### src/verilog/sroi_pkg.sv
package sroi_pkg;
  localparam int unsigned SENSOR_W = 2048;
  localparam int unsigned SENSOR_H = 2048;
  localparam int unsigned CW = 12;
  localparam int unsigned DW = 12;
  localparam int unsigned NBAND = 8;
  localparam int unsigned BIW = 3;
  localparam int unsigned SUMW = 36;
  localparam int unsigned CNTW = 24;
  // Every line takes the full sensor width in cycles, whatever the window width
  localparam logic [CW-1:0] LINE_LAST = 12'h7ff;
  localparam logic [CW:0] SENSOR_W_13 = 13'h0800;
  localparam logic [CW:0] SENSOR_H_13 = 13'h0800;
  localparam logic [CW-1:0] RST_WIN_W = 12'h800;
  localparam logic [CW-1:0] RST_WIN_H = 12'h800;
  localparam logic [CW-1:0] RST_OFS = 12'h000;
  localparam logic [CW-1:0] RST_BAND_W = 12'h800;
  localparam logic [CW-1:0] RST_BAND_H = 12'h002;
  localparam logic [CW-1:0] MIN_WIN_W = 12'h100;
  localparam logic [CW-1:0] MIN_WIN_H = 12'h004;
  localparam logic [CW-1:0] MIN_BAND_H = 12'h002;
  localparam logic [CW-1:0] MAX_DIM = 12'h800;

  typedef enum logic [4:0] {
    SROI_WIN_W = 5'h00,
    SROI_WIN_H = 5'h01,
    SROI_WIN_OX = 5'h02,
    SROI_WIN_OY = 5'h03,
    SROI_STACK_MODE = 5'h04,
    SROI_BAND_SEL = 5'h05,
    SROI_BAND_EN = 5'h06,
    SROI_BAND_W = 5'h07,
    SROI_BAND_H = 5'h08,
    SROI_BAND_OX = 5'h09,
    SROI_BAND_OY = 5'h0a,
    SROI_WB_COL = 5'h0b,
    SROI_WB_ROW = 5'h0c,
    SROI_WB_W = 5'h0d,
    SROI_WB_H = 5'h0e,
    SROI_START = 5'h0f
  } sroi_cmd_e;

  typedef enum logic [1:0] {
    SROI_IDLE = 2'b00,
    SROI_LINE = 2'b01,
    SROI_TAIL = 2'b11
  } sroi_state_e;
endpackage

### src/verilog/sroi_link_if.sv
interface sroi_link_if;
  import sroi_pkg::*;
  logic cmd_valid;
  sroi_cmd_e cmd_code;
  logic [CW-1:0] cmd_data;
  logic cmd_ready;
  logic fval;
  logic lval;
  logic dval;
  logic [DW-1:0] pdata;
  modport dev (
    input cmd_valid, cmd_code, cmd_data,
    output cmd_ready, fval, lval, dval, pdata
  );
  modport host (
    output cmd_valid, cmd_code, cmd_data,
    input cmd_ready, fval, lval, dval, pdata
  );
endinterface

### src/verilog/sroi_awb_stat.sv
module sroi_awb_stat
  import sroi_pkg::*;
#(
  parameter int unsigned PW = DW
) (
  input wire logic core_clk,
  input wire logic rst_b,
  input wire logic clr,
  input wire logic pix_ok,
  input wire logic [CW-1:0] col,
  input wire logic [CW-1:0] row,
  input wire logic [PW-1:0] data,
  input wire logic wb_set,
  input wire logic [CW-1:0] wb_col,
  input wire logic [CW-1:0] wb_row,
  input wire logic [CW-1:0] wb_w,
  input wire logic [CW-1:0] wb_h,
  output logic [SUMW-1:0] sum_ff,
  output logic [CNTW-1:0] cnt_ff
);
  logic in_win;
  logic [SUMW-1:0] nxt_sum;
  logic [CNTW-1:0] nxt_cnt;

  always_comb begin
    // Only streamed pixels arrive here, so this is the overlap with the image window
    in_win = !wb_set || (({1'b0, col} >= {1'b0, wb_col}) &&
             ({1'b0, col} < ({1'b0, wb_col} + {1'b0, wb_w})) &&
             ({1'b0, row} >= {1'b0, wb_row}) &&
             ({1'b0, row} < ({1'b0, wb_row} + {1'b0, wb_h})));
    nxt_sum = sum_ff;
    nxt_cnt = cnt_ff;
    if (clr) begin
      nxt_sum = '0;
      nxt_cnt = '0;
    end else if (pix_ok && in_win) begin
      nxt_sum = sum_ff + SUMW'(data);
      nxt_cnt = cnt_ff + CNTW'(1);
    end
  end

  always_ff @(posedge core_clk or negedge rst_b) begin
    if (!rst_b) begin
      sum_ff <= '0;
      cnt_ff <= '0;
    end else begin
      sum_ff <= nxt_sum;
      cnt_ff <= nxt_cnt;
    end
  end
endmodule // sroi_awb_stat

### src/verilog/sroi_dev.sv
// Function
// - Stream only pixels inside the window
// - Coordinates start at top-left pixel zero
// - Fewer rows shorten frame; width keeps line
// - Host keeps width plus x offset legal
// - Host keeps height plus y offset legal
// - Window size resets to maximum
// - Host programs width in steps of 16
// - Host programs height in steps of 4
// - Host keeps width>=256 and height>=4
// - Eight bands, indexed zero to seven
// - Stacked mode reads only band pixels
// - Enabled bands joined into one frame
// - All bands share width and x offset
// - Selector picks band for later writes
// - Band enable includes or drops band
// - Frame width shared; height sums bands
// - Host keeps band x plus width legal
// - Host checks band y plus height against its own copy, which select resets to y 0 and height 2
// - Host band x, width multiples of 16
// - Host band y, height even values
// - Balance window: column, row, width, height
// - Balance statistics use window overlap only
// - Unset balance window uses image window
module sroi_dev
  import sroi_pkg::*;
(
  input wire logic core_clk,
  input wire logic rst_b,
  sroi_link_if.dev lnk,
  output logic sen_rd,
  output logic [CW-1:0] sen_col,
  output logic [CW-1:0] sen_row,
  input wire logic [DW-1:0] sen_data,
  output logic [SUMW-1:0] awb_sum,
  output logic [CNTW-1:0] awb_cnt,
  output logic cfg_err
);
  logic [CW-1:0] win_w_ff, win_h_ff, win_ox_ff, win_oy_ff;
  logic [CW-1:0] nxt_win_w, nxt_win_h, nxt_win_ox, nxt_win_oy;
  logic stk_ff, nxt_stk, wb_set_ff, nxt_wb_set, take, found;
  logic [BIW-1:0] sel_ff, nxt_sel;
  logic [NBAND-1:0] ben_ff, nxt_ben;
  logic [CW-1:0] bh_ff [NBAND], nxt_bh [NBAND];
  logic [CW-1:0] boy_ff [NBAND], nxt_boy [NBAND];
  logic [CW-1:0] bw_ff, box_ff, nxt_bw, nxt_box;
  logic [CW-1:0] wbc_ff, wbr_ff, wbw_ff, wbh_ff;
  logic [CW-1:0] nxt_wbc, nxt_wbr, nxt_wbw, nxt_wbh;
  sroi_state_e st_ff, nxt_st;
  logic [CW-1:0] row_ff, col_ff, left_ff, nxt_row, nxt_col, nxt_left;
  logic [NBAND-1:0] done_ff, nxt_done;
  logic rdy_ff, fval_ff, lval_ff, dval_ff, rd_ff, err_ff;
  logic nxt_rdy, nxt_fval, nxt_lval, nxt_dval, nxt_rd, nxt_err;
  logic [CW-1:0] scol_ff, srow_ff, nxt_scol, nxt_srow, eff_w, eff_ox;
  logic [DW-1:0] pd_ff, nxt_pd;
  logic [BIW-1:0] pick;
  assign take = lnk.cmd_valid && rdy_ff;

  // Parameter store, written only while idle so a frame sees stable settings
  always_comb begin
    nxt_win_w = win_w_ff;
    nxt_win_h = win_h_ff;
    nxt_win_ox = win_ox_ff;
    nxt_win_oy = win_oy_ff;
    nxt_stk = stk_ff;
    nxt_sel = sel_ff;
    nxt_ben = ben_ff;
    nxt_bh = bh_ff;
    nxt_boy = boy_ff;
    nxt_bw = bw_ff;
    nxt_box = box_ff;
    nxt_wbc = wbc_ff;
    nxt_wbr = wbr_ff;
    nxt_wbw = wbw_ff;
    nxt_wbh = wbh_ff;
    nxt_wb_set = wb_set_ff;
    if (take) begin
      case (lnk.cmd_code)
        SROI_WIN_W: nxt_win_w = lnk.cmd_data;
        SROI_WIN_H: nxt_win_h = lnk.cmd_data;
        SROI_WIN_OX: nxt_win_ox = lnk.cmd_data;
        SROI_WIN_OY: nxt_win_oy = lnk.cmd_data;
        SROI_STACK_MODE: nxt_stk = lnk.cmd_data[0];
        SROI_BAND_SEL: nxt_sel = lnk.cmd_data[BIW-1:0];
        SROI_BAND_EN: nxt_ben[sel_ff] = lnk.cmd_data[0];
        SROI_BAND_W: nxt_bw = lnk.cmd_data;
        SROI_BAND_H: nxt_bh[sel_ff] = lnk.cmd_data;
        SROI_BAND_OX: nxt_box = lnk.cmd_data;
        SROI_BAND_OY: nxt_boy[sel_ff] = lnk.cmd_data;
        SROI_WB_COL: nxt_wbc = lnk.cmd_data;
        SROI_WB_ROW: nxt_wbr = lnk.cmd_data;
        SROI_WB_W: nxt_wbw = lnk.cmd_data;
        SROI_WB_H: nxt_wbh = lnk.cmd_data;
        default: ;
      endcase
      if (lnk.cmd_code inside {SROI_WB_COL, SROI_WB_ROW, SROI_WB_W, SROI_WB_H}) begin
        nxt_wb_set = 1'b1;
      end
    end
  end

  always_ff @(posedge core_clk or negedge rst_b) begin
    if (!rst_b) begin
      win_w_ff <= RST_WIN_W;
      win_h_ff <= RST_WIN_H;
      win_ox_ff <= RST_OFS;
      win_oy_ff <= RST_OFS;
      stk_ff <= 1'b0;
      sel_ff <= '0;
      ben_ff <= '0;
      for (int i = 0; i < NBAND; i++) begin
        bh_ff[i] <= RST_BAND_H;
        boy_ff[i] <= RST_OFS;
      end
      bw_ff <= RST_BAND_W;
      box_ff <= RST_OFS;
      wbc_ff <= RST_OFS;
      wbr_ff <= RST_OFS;
      wbw_ff <= RST_WIN_W;
      wbh_ff <= RST_WIN_H;
      wb_set_ff <= 1'b0;
    end else begin
      win_w_ff <= nxt_win_w;
      win_h_ff <= nxt_win_h;
      win_ox_ff <= nxt_win_ox;
      win_oy_ff <= nxt_win_oy;
      stk_ff <= nxt_stk;
      sel_ff <= nxt_sel;
      ben_ff <= nxt_ben;
      bh_ff <= nxt_bh;
      boy_ff <= nxt_boy;
      bw_ff <= nxt_bw;
      box_ff <= nxt_box;
      wbc_ff <= nxt_wbc;
      wbr_ff <= nxt_wbr;
      wbw_ff <= nxt_wbw;
      wbh_ff <= nxt_wbh;
      wb_set_ff <= nxt_wb_set;
    end
  end

  // Next band: enabled, not yet sent, lowest top row
  always_comb begin
    found = 1'b0;
    pick = '0;
    for (int i = 0; i < NBAND; i++) begin
      if (ben_ff[i] && !done_ff[i] && (!found || boy_ff[i] < boy_ff[pick])) begin
        found = 1'b1;
        pick = BIW'(i);
      end
    end
  end
  assign eff_w = stk_ff ? bw_ff : win_w_ff;
  assign eff_ox = stk_ff ? box_ff : win_ox_ff;
  // Readout sequencer
  always_comb begin
    nxt_st = st_ff;
    nxt_row = row_ff;
    nxt_col = col_ff;
    nxt_left = left_ff;
    nxt_done = done_ff;
    nxt_err = err_ff;
    case (st_ff)
      SROI_IDLE: begin
        if (take && lnk.cmd_code == SROI_START) begin
          nxt_col = '0;
          nxt_row = stk_ff ? boy_ff[pick] : win_oy_ff;
          nxt_left = stk_ff ? bh_ff[pick] : win_h_ff;
          nxt_done[pick] = stk_ff && found;
          nxt_err = stk_ff && !found;
          if (!stk_ff || found) begin
            nxt_st = SROI_LINE;
          end
        end
      end
      SROI_LINE: begin
        nxt_col = col_ff + CW'(1);
        // Line length is fixed, so only the row count sets the frame time
        if (col_ff == LINE_LAST) begin
          nxt_col = '0;
          nxt_row = row_ff + CW'(1);
          nxt_left = left_ff - CW'(1);
          if (left_ff == CW'(1)) begin
            if (stk_ff && found) begin
              nxt_row = boy_ff[pick];
              nxt_left = bh_ff[pick];
              nxt_done[pick] = 1'b1;
            end else begin
              nxt_st = SROI_TAIL;
            end
          end
        end
      end
      SROI_TAIL: begin
        nxt_st = SROI_IDLE;
        nxt_done = '0;
      end
      default: nxt_st = SROI_IDLE;
    endcase
    nxt_rd = (nxt_st == SROI_LINE) && (nxt_col < eff_w);
    nxt_scol = eff_ox + nxt_col;
    nxt_srow = nxt_row;
    nxt_rdy = (nxt_st == SROI_IDLE);
    nxt_fval = (st_ff != SROI_IDLE);
    nxt_lval = rd_ff;
    nxt_dval = rd_ff;
    nxt_pd = rd_ff ? sen_data : pd_ff;
  end

  always_ff @(posedge core_clk or negedge rst_b) begin
    if (!rst_b) begin
      st_ff <= SROI_IDLE;
      row_ff <= '0;
      col_ff <= '0;
      left_ff <= '0;
      done_ff <= '0;
      err_ff <= 1'b0;
      rd_ff <= 1'b0;
      scol_ff <= '0;
      srow_ff <= '0;
      rdy_ff <= 1'b0;
      fval_ff <= 1'b0;
      lval_ff <= 1'b0;
      dval_ff <= 1'b0;
      pd_ff <= '0;
    end else begin
      st_ff <= nxt_st;
      row_ff <= nxt_row;
      col_ff <= nxt_col;
      left_ff <= nxt_left;
      done_ff <= nxt_done;
      err_ff <= nxt_err;
      rd_ff <= nxt_rd;
      scol_ff <= nxt_scol;
      srow_ff <= nxt_srow;
      rdy_ff <= nxt_rdy;
      fval_ff <= nxt_fval;
      lval_ff <= nxt_lval;
      dval_ff <= nxt_dval;
      pd_ff <= nxt_pd;
    end
  end

  sroi_awb_stat #(.PW(DW)) u_awb (
    .core_clk(core_clk),
    .rst_b(rst_b),
    .clr(take && lnk.cmd_code == SROI_START),
    .pix_ok(rd_ff),
    .col(scol_ff),
    .row(srow_ff),
    .data(sen_data),
    .wb_set(wb_set_ff),
    .wb_col(wbc_ff),
    .wb_row(wbr_ff),
    .wb_w(wbw_ff),
    .wb_h(wbh_ff),
    .sum_ff(awb_sum),
    .cnt_ff(awb_cnt)
  );

  assign sen_rd = rd_ff;
  assign sen_col = scol_ff;
  assign sen_row = srow_ff;
  assign cfg_err = err_ff;
  assign lnk.cmd_ready = rdy_ff;
  assign lnk.fval = fval_ff;
  assign lnk.lval = lval_ff;
  assign lnk.dval = dval_ff;
  assign lnk.pdata = pd_ff;
endmodule // sroi_dev

### src/flat_wrapper.sv
// flat-port wrapper written by rule: the top's interface ports become plain ports
module sroi_dev_flat import sroi_pkg::*;
  (core_clk, rst_b, sen_rd, sen_col, sen_row, sen_data, awb_sum, awb_cnt, cfg_err, lnk_cmd_valid, lnk_cmd_code, lnk_cmd_data, lnk_cmd_ready, lnk_fval, lnk_lval, lnk_dval, lnk_pdata);
  sroi_link_if lnk_i ();
  input wire logic core_clk;
  input wire logic rst_b;
  output logic sen_rd;
  output logic [CW-1:0] sen_col;
  output logic [CW-1:0] sen_row;
  input wire logic [DW-1:0] sen_data;
  output logic [SUMW-1:0] awb_sum;
  output logic [CNTW-1:0] awb_cnt;
  output logic cfg_err;
  input wire logic [$bits(lnk_i.cmd_valid)-1:0] lnk_cmd_valid;
  input wire logic [$bits(lnk_i.cmd_code)-1:0] lnk_cmd_code;
  input wire logic [$bits(lnk_i.cmd_data)-1:0] lnk_cmd_data;
  output wire logic [$bits(lnk_i.cmd_ready)-1:0] lnk_cmd_ready;
  output wire logic [$bits(lnk_i.fval)-1:0] lnk_fval;
  output wire logic [$bits(lnk_i.lval)-1:0] lnk_lval;
  output wire logic [$bits(lnk_i.dval)-1:0] lnk_dval;
  output wire logic [$bits(lnk_i.pdata)-1:0] lnk_pdata;
  assign lnk_i.cmd_valid = lnk_cmd_valid;
  assign lnk_i.cmd_code = lnk_cmd_code;
  assign lnk_i.cmd_data = lnk_cmd_data;
  assign lnk_cmd_ready = lnk_i.cmd_ready;
  assign lnk_fval = lnk_i.fval;
  assign lnk_lval = lnk_i.lval;
  assign lnk_dval = lnk_i.dval;
  assign lnk_pdata = lnk_i.pdata;
  sroi_dev u_core (.core_clk(core_clk), .rst_b(rst_b), .lnk(lnk_i), .sen_rd(sen_rd), .sen_col(sen_col), .sen_row(sen_row), .sen_data(sen_data), .awb_sum(awb_sum), .awb_cnt(awb_cnt), .cfg_err(cfg_err));
endmodule
### config.mk
export PLATFORM = sky130hd
export DESIGN_NAME = sroi_dev_flat
export DESIGN_NICKNAME = d
export VERILOG_FILES = /design/src/verilog/sroi_pkg.sv /design/src/verilog/sroi_link_if.sv /design/src/verilog/sroi_awb_stat.sv /design/src/verilog/sroi_dev.sv /design/src/flat_wrapper.sv
export SDC_FILE = /design/constraint.sdc
export NUM_CORES = 1
export LEC_CHECK = 0
export ABC_AREA = 1
export BUFFER_PORTS_ARGS = -buffer_cell sky130_fd_sc_hd__clkbuf_2
export CORE_UTILIZATION = 25
export CTS_CLUSTER_SIZE = 20
export DETAILED_ROUTE_END_ITERATION = 7
export PLACE_DENSITY = 0.47
export SYNTH_ARGS = -nofsm -noshare
export SYNTH_HDL_FRONTEND = slang
export SYNTH_SLANG_ARGS = --single-unit
### constraint.sdc
create_clock -name core_clk -period 14.4 [get_ports core_clk]
set_input_delay 2.88 -clock core_clk [delete_from_list [all_inputs] [get_ports core_clk]]
set_output_delay 2.88 -clock core_clk [all_outputs]
set_load 0.03 [all_outputs]
==> run_results.csv, run 1 <==
group,metric,value,unit
cells_and_area,fillers,12309,
timing,tightest_slew,1.060,ns
grt,grt_pass1_vias,24741,
setup_path,path_max_fanout,21,
cts,cts_sinks,460,
die,num_rows,123,
synthesis,synthDominantCellAreaShare,0.3955,
synthesis,yosysUniqueCellTypes,57,
timing,tns,0,ns
drt,drtAntennaViolNets,0,
drt,drt-total-wl,102900,um
setup_path,cpMaxStageDelayCell,"a2111oi_2",
setup_path,critPathCaptureType,"register",
die,die_w,338.4,um
setup_path,reg2reg_to,"u_core.row_ff[3]$_DFFE_PN0P_",
pwr,power_switching,1.954,mW
synthesis,synth_seq_cells,460,
place,dp_hpwl,69920,um
synthesis,synthSimpleGateAreaFrac,0.2409,
cts,clk_latency,0.63,ns
cells_and_area,syn_to_final_growth,17.79,%
timing,setup_slack,0.8613,ns
cells_and_area,drive_above_1_share,0.1158,
synthesis,synth_top_cells_by_count,"1015 x nand2_1, 469 x o21ai_0, 447 x dfrtp_1",
synthesis,yosys.area.top_type,"dfrtp_1",
cts,cts_hold_buf,0,
timing,relSlewSlack,0.2915,
hold_path,min_from,"u_core.wb_set_ff$_DFFE_PN0P_",
synthesis,ys.warnings.count,0,
synthesis,syn_area,28290,sq um
synthesis,syn_inst,3753,
cells_and_area,nets,4108,
pwr,irDropWorstVdd,0.08942,mV
pwr,leakage,15.89,nW
synthesis,synth_edf_count,0,
setup_path,reg2reg_depth,97,
synthesis,synth-xor-area-share,0.01858,
timing,clock_skew,0.02113,ns
grt,grt_max_degree,159,
setup_path,r2r_slack,0.86,ns
pwr,p_int,2.972,mW
cts,cts.htree.levels,2,
drt,dr.pass1.iters,7,
place,pre_cts_ws,0.08567,ns
synthesis,synth_fa_ha_area_frac,0.08511,
cts,cts_made_buffers,54,
setup_path,arrival,14.05,ns
setup_path,start_kind,"register",
drt,post_drt_via_cell_ratio,4.791,
pwr,combPwrFrac,0.368,
cts,cts.clk_slew.worst_paths,0.06,ns
grt,grt_usage,0.1739,
cells_and_area,multi_input_area,14800,sq um
synthesis,ys_top_cells_by_area,"dfrtp_1 40%, nand2_1 13%, o21ai_0 8.3%, ha_1 8.2%, inv_1 5.3%",
job,max_cap_violations,0,
setup_path,r2r_start,"u_core.boy_ff[95]$_DFFE_PN0P_",
grt,antenna_found_initial,3,
timing,slew_viol_final,0,
grt,grt_pass1_wl,155800,um
cts,cts_tree,"done",
pwr,clockPowerShare,0.284,
timing,setup_viol,0,
cts,cts_buffer_depth,3,
die,start_util,0.2518,
synthesis,synth_top_family_by_area,"simple AND/OR/NAND/NOR gates",
pwr,seqPwrFrac,0.348,
timing,whs,0.4706,ns
setup_path,cp_common_cell,"nand2_1",
hold_path,whs_endpoint,"u_core.wb_set_ff$_DFFE_PN0P_",
pwr,powerDensity,147.9,nW/um^2
timing,fin_crit,13.54,ns
die,design.portCount,134,
grt,grt_overflow,0,
synthesis,async_reset_ff_frac,1.000,
drt,drt_iter0_markers,2055,
hold_path,min_delay_path_depth,1,
synthesis,ys.flop_type,"dfrtp_1",
setup_path,worstPathRequired,14.91,ns
setup_path,cp_slowest_stage_delay,0.39,ns
pwr,p_sw_frac,0.3967,
place,port-buffer-count,133,
die,die_y,338.4,um
drt,drc_errors,0,
drt,wire_per_inst,18.95,um
timing,final-hold-violation-count,0,
drt,vias,26020,
hold_path,min_path_type,"reg2reg",
synthesis,synth_area_per_cell,7.537,sq um
timing,fmax,73.86,MHz
timing,period_share,0.9402,
place,place_congestion,0.9227,
cells_and_area,regArea,11530,sq um
synthesis,synth_compound_area_frac,0.1576,
die,die_area,114500,sq um
die,placeableCoreArea,112300,sq um
setup_path,worstSetupPathType,"reg2reg",
synthesis,synth.most_common_cell,"nand2_1",
synthesis,synth_nets,3975,
synthesis,yosys-mux-area-fraction,0.008670,
cts,cts_root_buf,"clkbuf_16",
status,status,"finished clean",
synthesis,ys_seq_area_frac,0.4075,
==> kinds of logic (layout without fill, tap and decap cells) <==
logic type | count (synthesis) | count (layout)
xor+xnor | 60 | 60
flops | 460 | 460
mux | 23 | 23
compound gates | 817 | 817
fa+ha+maj | 190 | 190
simple gates | 1619 | 1626
buf+inv | 584 | 754
other cells | 0 | 1
==> stage by stage <==
step | cells | utilization | total power, mW | area [sq um]
after floorplan | 3753 | - | 2.918 | 28290
after global placement | 5280 | 0.2729 | 3.496 | 30650
after detailed placement | 5280 | 0.2729 | 3.504 | 30650
after CTS | 5380 | 0.2887 | 4.939 | 32430
after global routing | 5430 | 0.2965 | 5.296 | 33320
final | 5431 | 0.2966 | 4.927 | 33320
==> routing by layer <==
| layer | global-route usage | part of all wire | up-vias |
|---|---|---|---|
| met5 | 0 | 0 | - |
| li1 | - | - | 12677 |
| met3 | 0.01904 | 0.045 | 174 |
| met1 | 0.2351 | 0.45 | 12470 |
| met2 | 0.2883 | 0.47 | 699 |
| met4 | 0.05703 | 0.036 | 0 |
==> area by class of cell <==
class,count,area share
repair inverters,2,0.0004506
well taps,1500,0.05633
inverters,406,0.04653
multi-input cells,2716,0.4442
flip-flops and latches,460,0.3460
clock inverters,17,0.006497
clock buffers,83,0.04683
repair buffers,246,0.05310
diodes,1,0.00007511
==> how the worst max path moves through the flow <==
stage,start,endpoint,slack [ns]
2_1_floorplan,u_core.boy_ff[91]$_DFFE_PN0P_,u_core.row_ff[11]$_DFFE_PN0P_,0.93
3_3_place_gp,u_core.boy_ff[83]$_DFFE_PN0P_,u_core.row_ff[6]$_DFFE_PN0P_,0.09
3_5_place_dp,u_core.boy_ff[95]$_DFFE_PN0P_,u_core.row_ff[6]$_DFFE_PN0P_,0.09
4_1_cts,u_core.boy_ff[95]$_DFFE_PN0P_,u_core.row_ff[6]$_DFFE_PN0P_,0.02
5_1_grt,u_core.boy_ff[93]$_DFFE_PN0P_,u_core.left_ff[0]$_DFFE_PN0P_,-0.15
6_report,u_core.boy_ff[95]$_DFFE_PN0P_,u_core.row_ff[3]$_DFFE_PN0P_,0.86
==> worst max-delay path: cells and delay by family, from the launching register on <==
| kind | cells | cell delay (ns) |
|---|---|---|
| AO/OA/AOI/OAI | 22 | 3.96 |
| adder cells (fa/ha/maj) | 7 | 1.95 |
| buffers and inverters | 13 | 1.87 |
| flip-flops | 1 | 0.35 |
| AND/OR/NAND/NOR | 55 | 5.28 |
==> state kept, by name, summed over array words and instances (netlist names), 8 cells and up <==
| signal | cells |
|---|---|
| u_core.wbh_ff | 12 |
| u_core.bw_ff | 12 |
| u_core.sen_col | 12 |
| u_core.wbw_ff | 12 |
| u_core.win_oy_ff | 12 |
| u_core.win_ox_ff | 12 |
| u_core.box_ff | 12 |
| u_core.u_awb.cnt_ff | 24 |
| u_core.u_awb.sum_ff | 36 |
| u_core.boy_ff | 96 |
| u_core.win_w_ff | 12 |
| u_core.done_ff | 8 |
| u_core.wbc_ff | 12 |
| u_core.col_ff | 12 |
| u_core.row_ff | 12 |
| u_core.wbr_ff | 12 |
| u_core.bh_ff | 96 |
| u_core.win_h_ff | 12 |
| u_core.left_ff | 12 |
| u_core.lnk.pdata | 12 |
| u_core.ben_ff | 8 |
==> power groups by stage <==
stage / Combinational [mW] / Clock [mW] / Sequential [mW]
final: 1.81 / 1.40 / 1.71
after global routing: 2.06 / 1.49 / 1.75
after CTS: 1.78 / 1.45 / 1.72
after detailed placement: 1.77 / 0 / 1.74
after global placement: 1.76 / 0 / 1.74
after floorplan: 1.10 / 0 / 1.82
==> placed cells by master (no fill, tap or decap), types with 13 or more instances in the layout <==
| cell | n |
|---|---|
| a211oi_1 | 14 |
| a21oi_1 | 193 |
| a31oi_1 | 28 |
| buf_4 | 93 |
| clkbuf_1 | 19 |
| clkbuf_16 | 58 |
| clkbuf_2 | 132 |
| dfrtp_1 | 446 |
| dfstp_2 | 13 |
| ha_1 | 186 |
| inv_1 | 385 |
| nand2_1 | 1012 |
| nand3_1 | 218 |
| nand3b_1 | 39 |
| nand4_1 | 21 |
| nor2_1 | 202 |
| nor2_2 | 17 |
| nor2_4 | 17 |
| nor3_1 | 52 |
| o211ai_1 | 27 |
| o21ai_0 | 459 |
| xnor2_1 | 22 |
| xor2_1 | 38 |
==> what timing repair did <==
item	CTS	global route
buffers inserted	0	36
gates resized for setup	0	113
setup endpoints to repair	0	32
Power figures use the tool's default switching activity.
==> inputs of run 2 (changes only) <==
--- a/config.mk
+++ b/config.mk
@@ -10,7 +10,7 @@
 export CORE_UTILIZATION = 25
 export CTS_CLUSTER_SIZE = 20
 export DETAILED_ROUTE_END_ITERATION = 7
-export PLACE_DENSITY = 0.47
+export PLACE_DENSITY = 0.46
 export SYNTH_ARGS = -nofsm -noshare
 export SYNTH_HDL_FRONTEND = slang
 export SYNTH_SLANG_ARGS = --single-unit
==> run 2 against run 1 <==
  * Register-to-register slack improved by 0.13 ns
  * Die area unchanged
  * Fmax increased by 0.95%
  * First-iteration DRC count decreased by 9.8%
  * Wire length decreased by 3.3%
  * Clock skew increased by 0.0077 ns
  * Clock-buffer cell count increased by 3
  * Core utilization decreased by 0.063 points
  * Clock power increased by 6%
  * Sequential cell count unchanged
  * Final cell count about the same
  * Sequential power about the same
  * Largest cell class unchanged
==> run_results.csv, run 2 (synthesis gave the netlist of run 1 again) <==
group,metric,value,unit
cts,cts_made_buffers,56,
die,placeableCoreArea,112300,sq um
cells_and_area,fillers,12302,
drt,drc_errors,0,
die,die_area,114500,sq um
die,num_rows,123,
cells_and_area,multi_input_area,14660,sq um
timing,fin_crit,13.41,ns
timing,slew_viol_final,0,
pwr,total_power,5.003,mW
cts,cts_root_buf,"clkbuf_16",
status,status,"finished clean",
hold_path,min_delay_path_depth,1,
timing,fmax,74.57,MHz
cells_and_area,regArea,11530,sq um
drt,drtAntennaViolNets,0,
cells_and_area,drive_above_1_share,0.1115,
hold_path,whs_endpoint,"u_core.wb_set_ff$_DFFE_PN0P_",
cells_and_area,nets,4104,
drt,post_drt_via_cell_ratio,4.736,
job,max_cap_violations,0,
timing,clock_skew,0.02885,ns
die,die_y,338.4,um
cells_and_area,fin_util,0.2959,
place,port-buffer-count,133,
setup_path,reg2reg_depth,102,
timing,final-hold-violation-count,0,
cts,cts_buffer_depth,3,
drt,wire_per_inst,18.34,um
setup_path,reg2reg_to,"u_core.row_ff[5]$_DFFE_PN0P_",
drt,drt-total-wl,99560,um
setup_path,worstSetupPathType,"reg2reg",
setup_path,cp_common_cell,"nand2_1",
setup_path,start_kind,"register",
die,design.portCount,134,
cts,cts_sinks,460,
cells_and_area,final_cell_mix,"1015 x nand2_1, 467 x o21ai_0, 446 x dfrtp_1",
place,dp_hpwl,68730,um
setup_path,path_max_fanout,19,
drt,dr.pass1.iters,6,
die,start_util,0.2518,
hold_path,min_from,"u_core.wb_set_ff$_DFFE_PN0P_",
grt,grt_max_degree,134,
drt,drt_iter0_markers,1854,
cells_and_area,syn_to_final_growth,17.54,%
pwr,powerDensity,150.5,nW/um^2
cts,clk_latency,0.64,ns
timing,period_share,0.9313,
timing,tightest_slew,1.089,ns
die,die_w,338.4,um
setup_path,cpMaxStageDelayCell,"dfrtp_1",
cts,cts.clk_slew.worst_paths,0.06,ns
grt,grt_overflow,0,
grt,grt_usage,0.1685,
timing,tns,0,ns
cells_and_area,mostFrequentLayoutCell,"nand2_1",
timing,whs,0.4744,ns
hold_path,min_path_type,"reg2reg",
cts,cts.htree.levels,2,
grt,antenna_found_initial,4,
setup_path,cp_slowest_stage_delay,0.41,ns
grt,grt_pass1_vias,24706,
cts,cts_tree,"done",
setup_path,arrival,13.92,ns
place,dp.cells,5285,
pwr,irDropWorstVdd,0.09423,mV
grt,grt_pass1_wl,152100,um
cts,cts_hold_buf,0,
timing,setup_viol,0,
setup_path,r2r_start,"u_core.boy_ff[95]$_DFFE_PN0P_",
cells_and_area,biggestRegsByFlops,"u_core.bh_ff (96), u_core.boy_ff (96), u_core.u_awb.sum_ff (36)",
setup_path,r2r_slack,0.99,ns
cells_and_area,layoutNonFillerInstCount,5428,
pwr,leakage,15.90,nW
timing,relSlewSlack,0.2724,
setup_path,worstPathRequired,14.91,ns
setup_path,critPathCaptureType,"register",
drt,vias,25708,
place,place_congestion,0.9128,
==> run 2: changes by cell type in the layout (fill, tap and decap cells not counted), sizes merged, moves of 2 or more <==
cell    delta
clkinv     +2
nand2      -2
inv        -3
nor2       -2
==> run 2: worst max-delay path by stage <==
stage | start | to | slack (ns) | depth (start not counted)
detailed placement | u_core.boy_ff[95]$_DFFE_PN0P_ | u_core.row_ff[11]$_DFFE_PN0P_ | 0.40 | 93
floorplan | u_core.boy_ff[91]$_DFFE_PN0P_ | u_core.row_ff[11]$_DFFE_PN0P_ | 0.93 | 104
finish | u_core.boy_ff[95]$_DFFE_PN0P_ | u_core.row_ff[5]$_DFFE_PN0P_ | 0.99 | 102
global placement | u_core.boy_ff[95]$_DFFE_PN0P_ | u_core.row_ff[9]$_DFFE_PN0P_ | 0.39 | 91
CTS | u_core.boy_ff[95]$_DFFE_PN0P_ | u_core.row_ff[11]$_DFFE_PN0P_ | 0.31 | 93
global route | u_core.boy_ff[95]$_DFFE_PN0P_ | u_core.row_ff[9]$_DFFE_PN0P_ | -0.07 | 94
==> run 2: critical path: cells and delay by family, from the launching register on <==
kind	cells	cell delay, ns
simple gates	60	5.54
compound gates	17	2.96
buf+inv	18	2.35
fa+ha+maj	7	1.98
flops	1	0.41
==> run 2: area by class of cell <==
| type | instances | area share |
|---|---|---|
| clock inverters | 17 | 0.006962 |
| inverters | 406 | 0.04648 |
| flip-flops and latches | 460 | 0.3468 |
| repair inverters | 1 | 0.0001505 |
| well taps | 1500 | 0.05645 |
| clock buffers | 86 | 0.05099 |
| diodes | 1 | 0.00007527 |
| multi-input cells | 2712 | 0.4409 |
| repair buffers | 245 | 0.05126 |
==> run 2: repair_timing <==
action	4_1_cts	5_1_grt
resized for setup	0	60
buffers inserted	0	33
setup endpoints to repair	0	32
==> run 2: per-stage QoR <==
stage / setup WS (ns) / cell area [sq um]
finish: 0.9892 / 33250
global route: -0.07161 / 33240
CTS: 0.3131 / 32640
detailed placement: 0.4050 / 30720
global placement: 0.3870 / 30720
floorplan: 0.9306 / 28290
==> run 2: power breakdown <==
part | switching, mW | leakage (nW) | internal (mW)
registers | 0.208 | 6.07 | 1.50
clock network | 0.595 | 0.953 | 0.896
logic | 1.15 | 8.87 | 0.646
total | 1.96 | 15.9 | 3.05
==> run 2: layer usage <==
| metal | up-vias | part of all wire | GRT usage |
|---|---|---|---|
| met5 | - | 0.00013 | 0 |
| met4 | 2 | 0.030 | 0.05354 |
| met1 | 12198 | 0.45 | 0.2260 |
| met3 | 171 | 0.047 | 0.02280 |
| met2 | 665 | 0.47 | 0.2791 |
| li1 | 12672 | - | - |
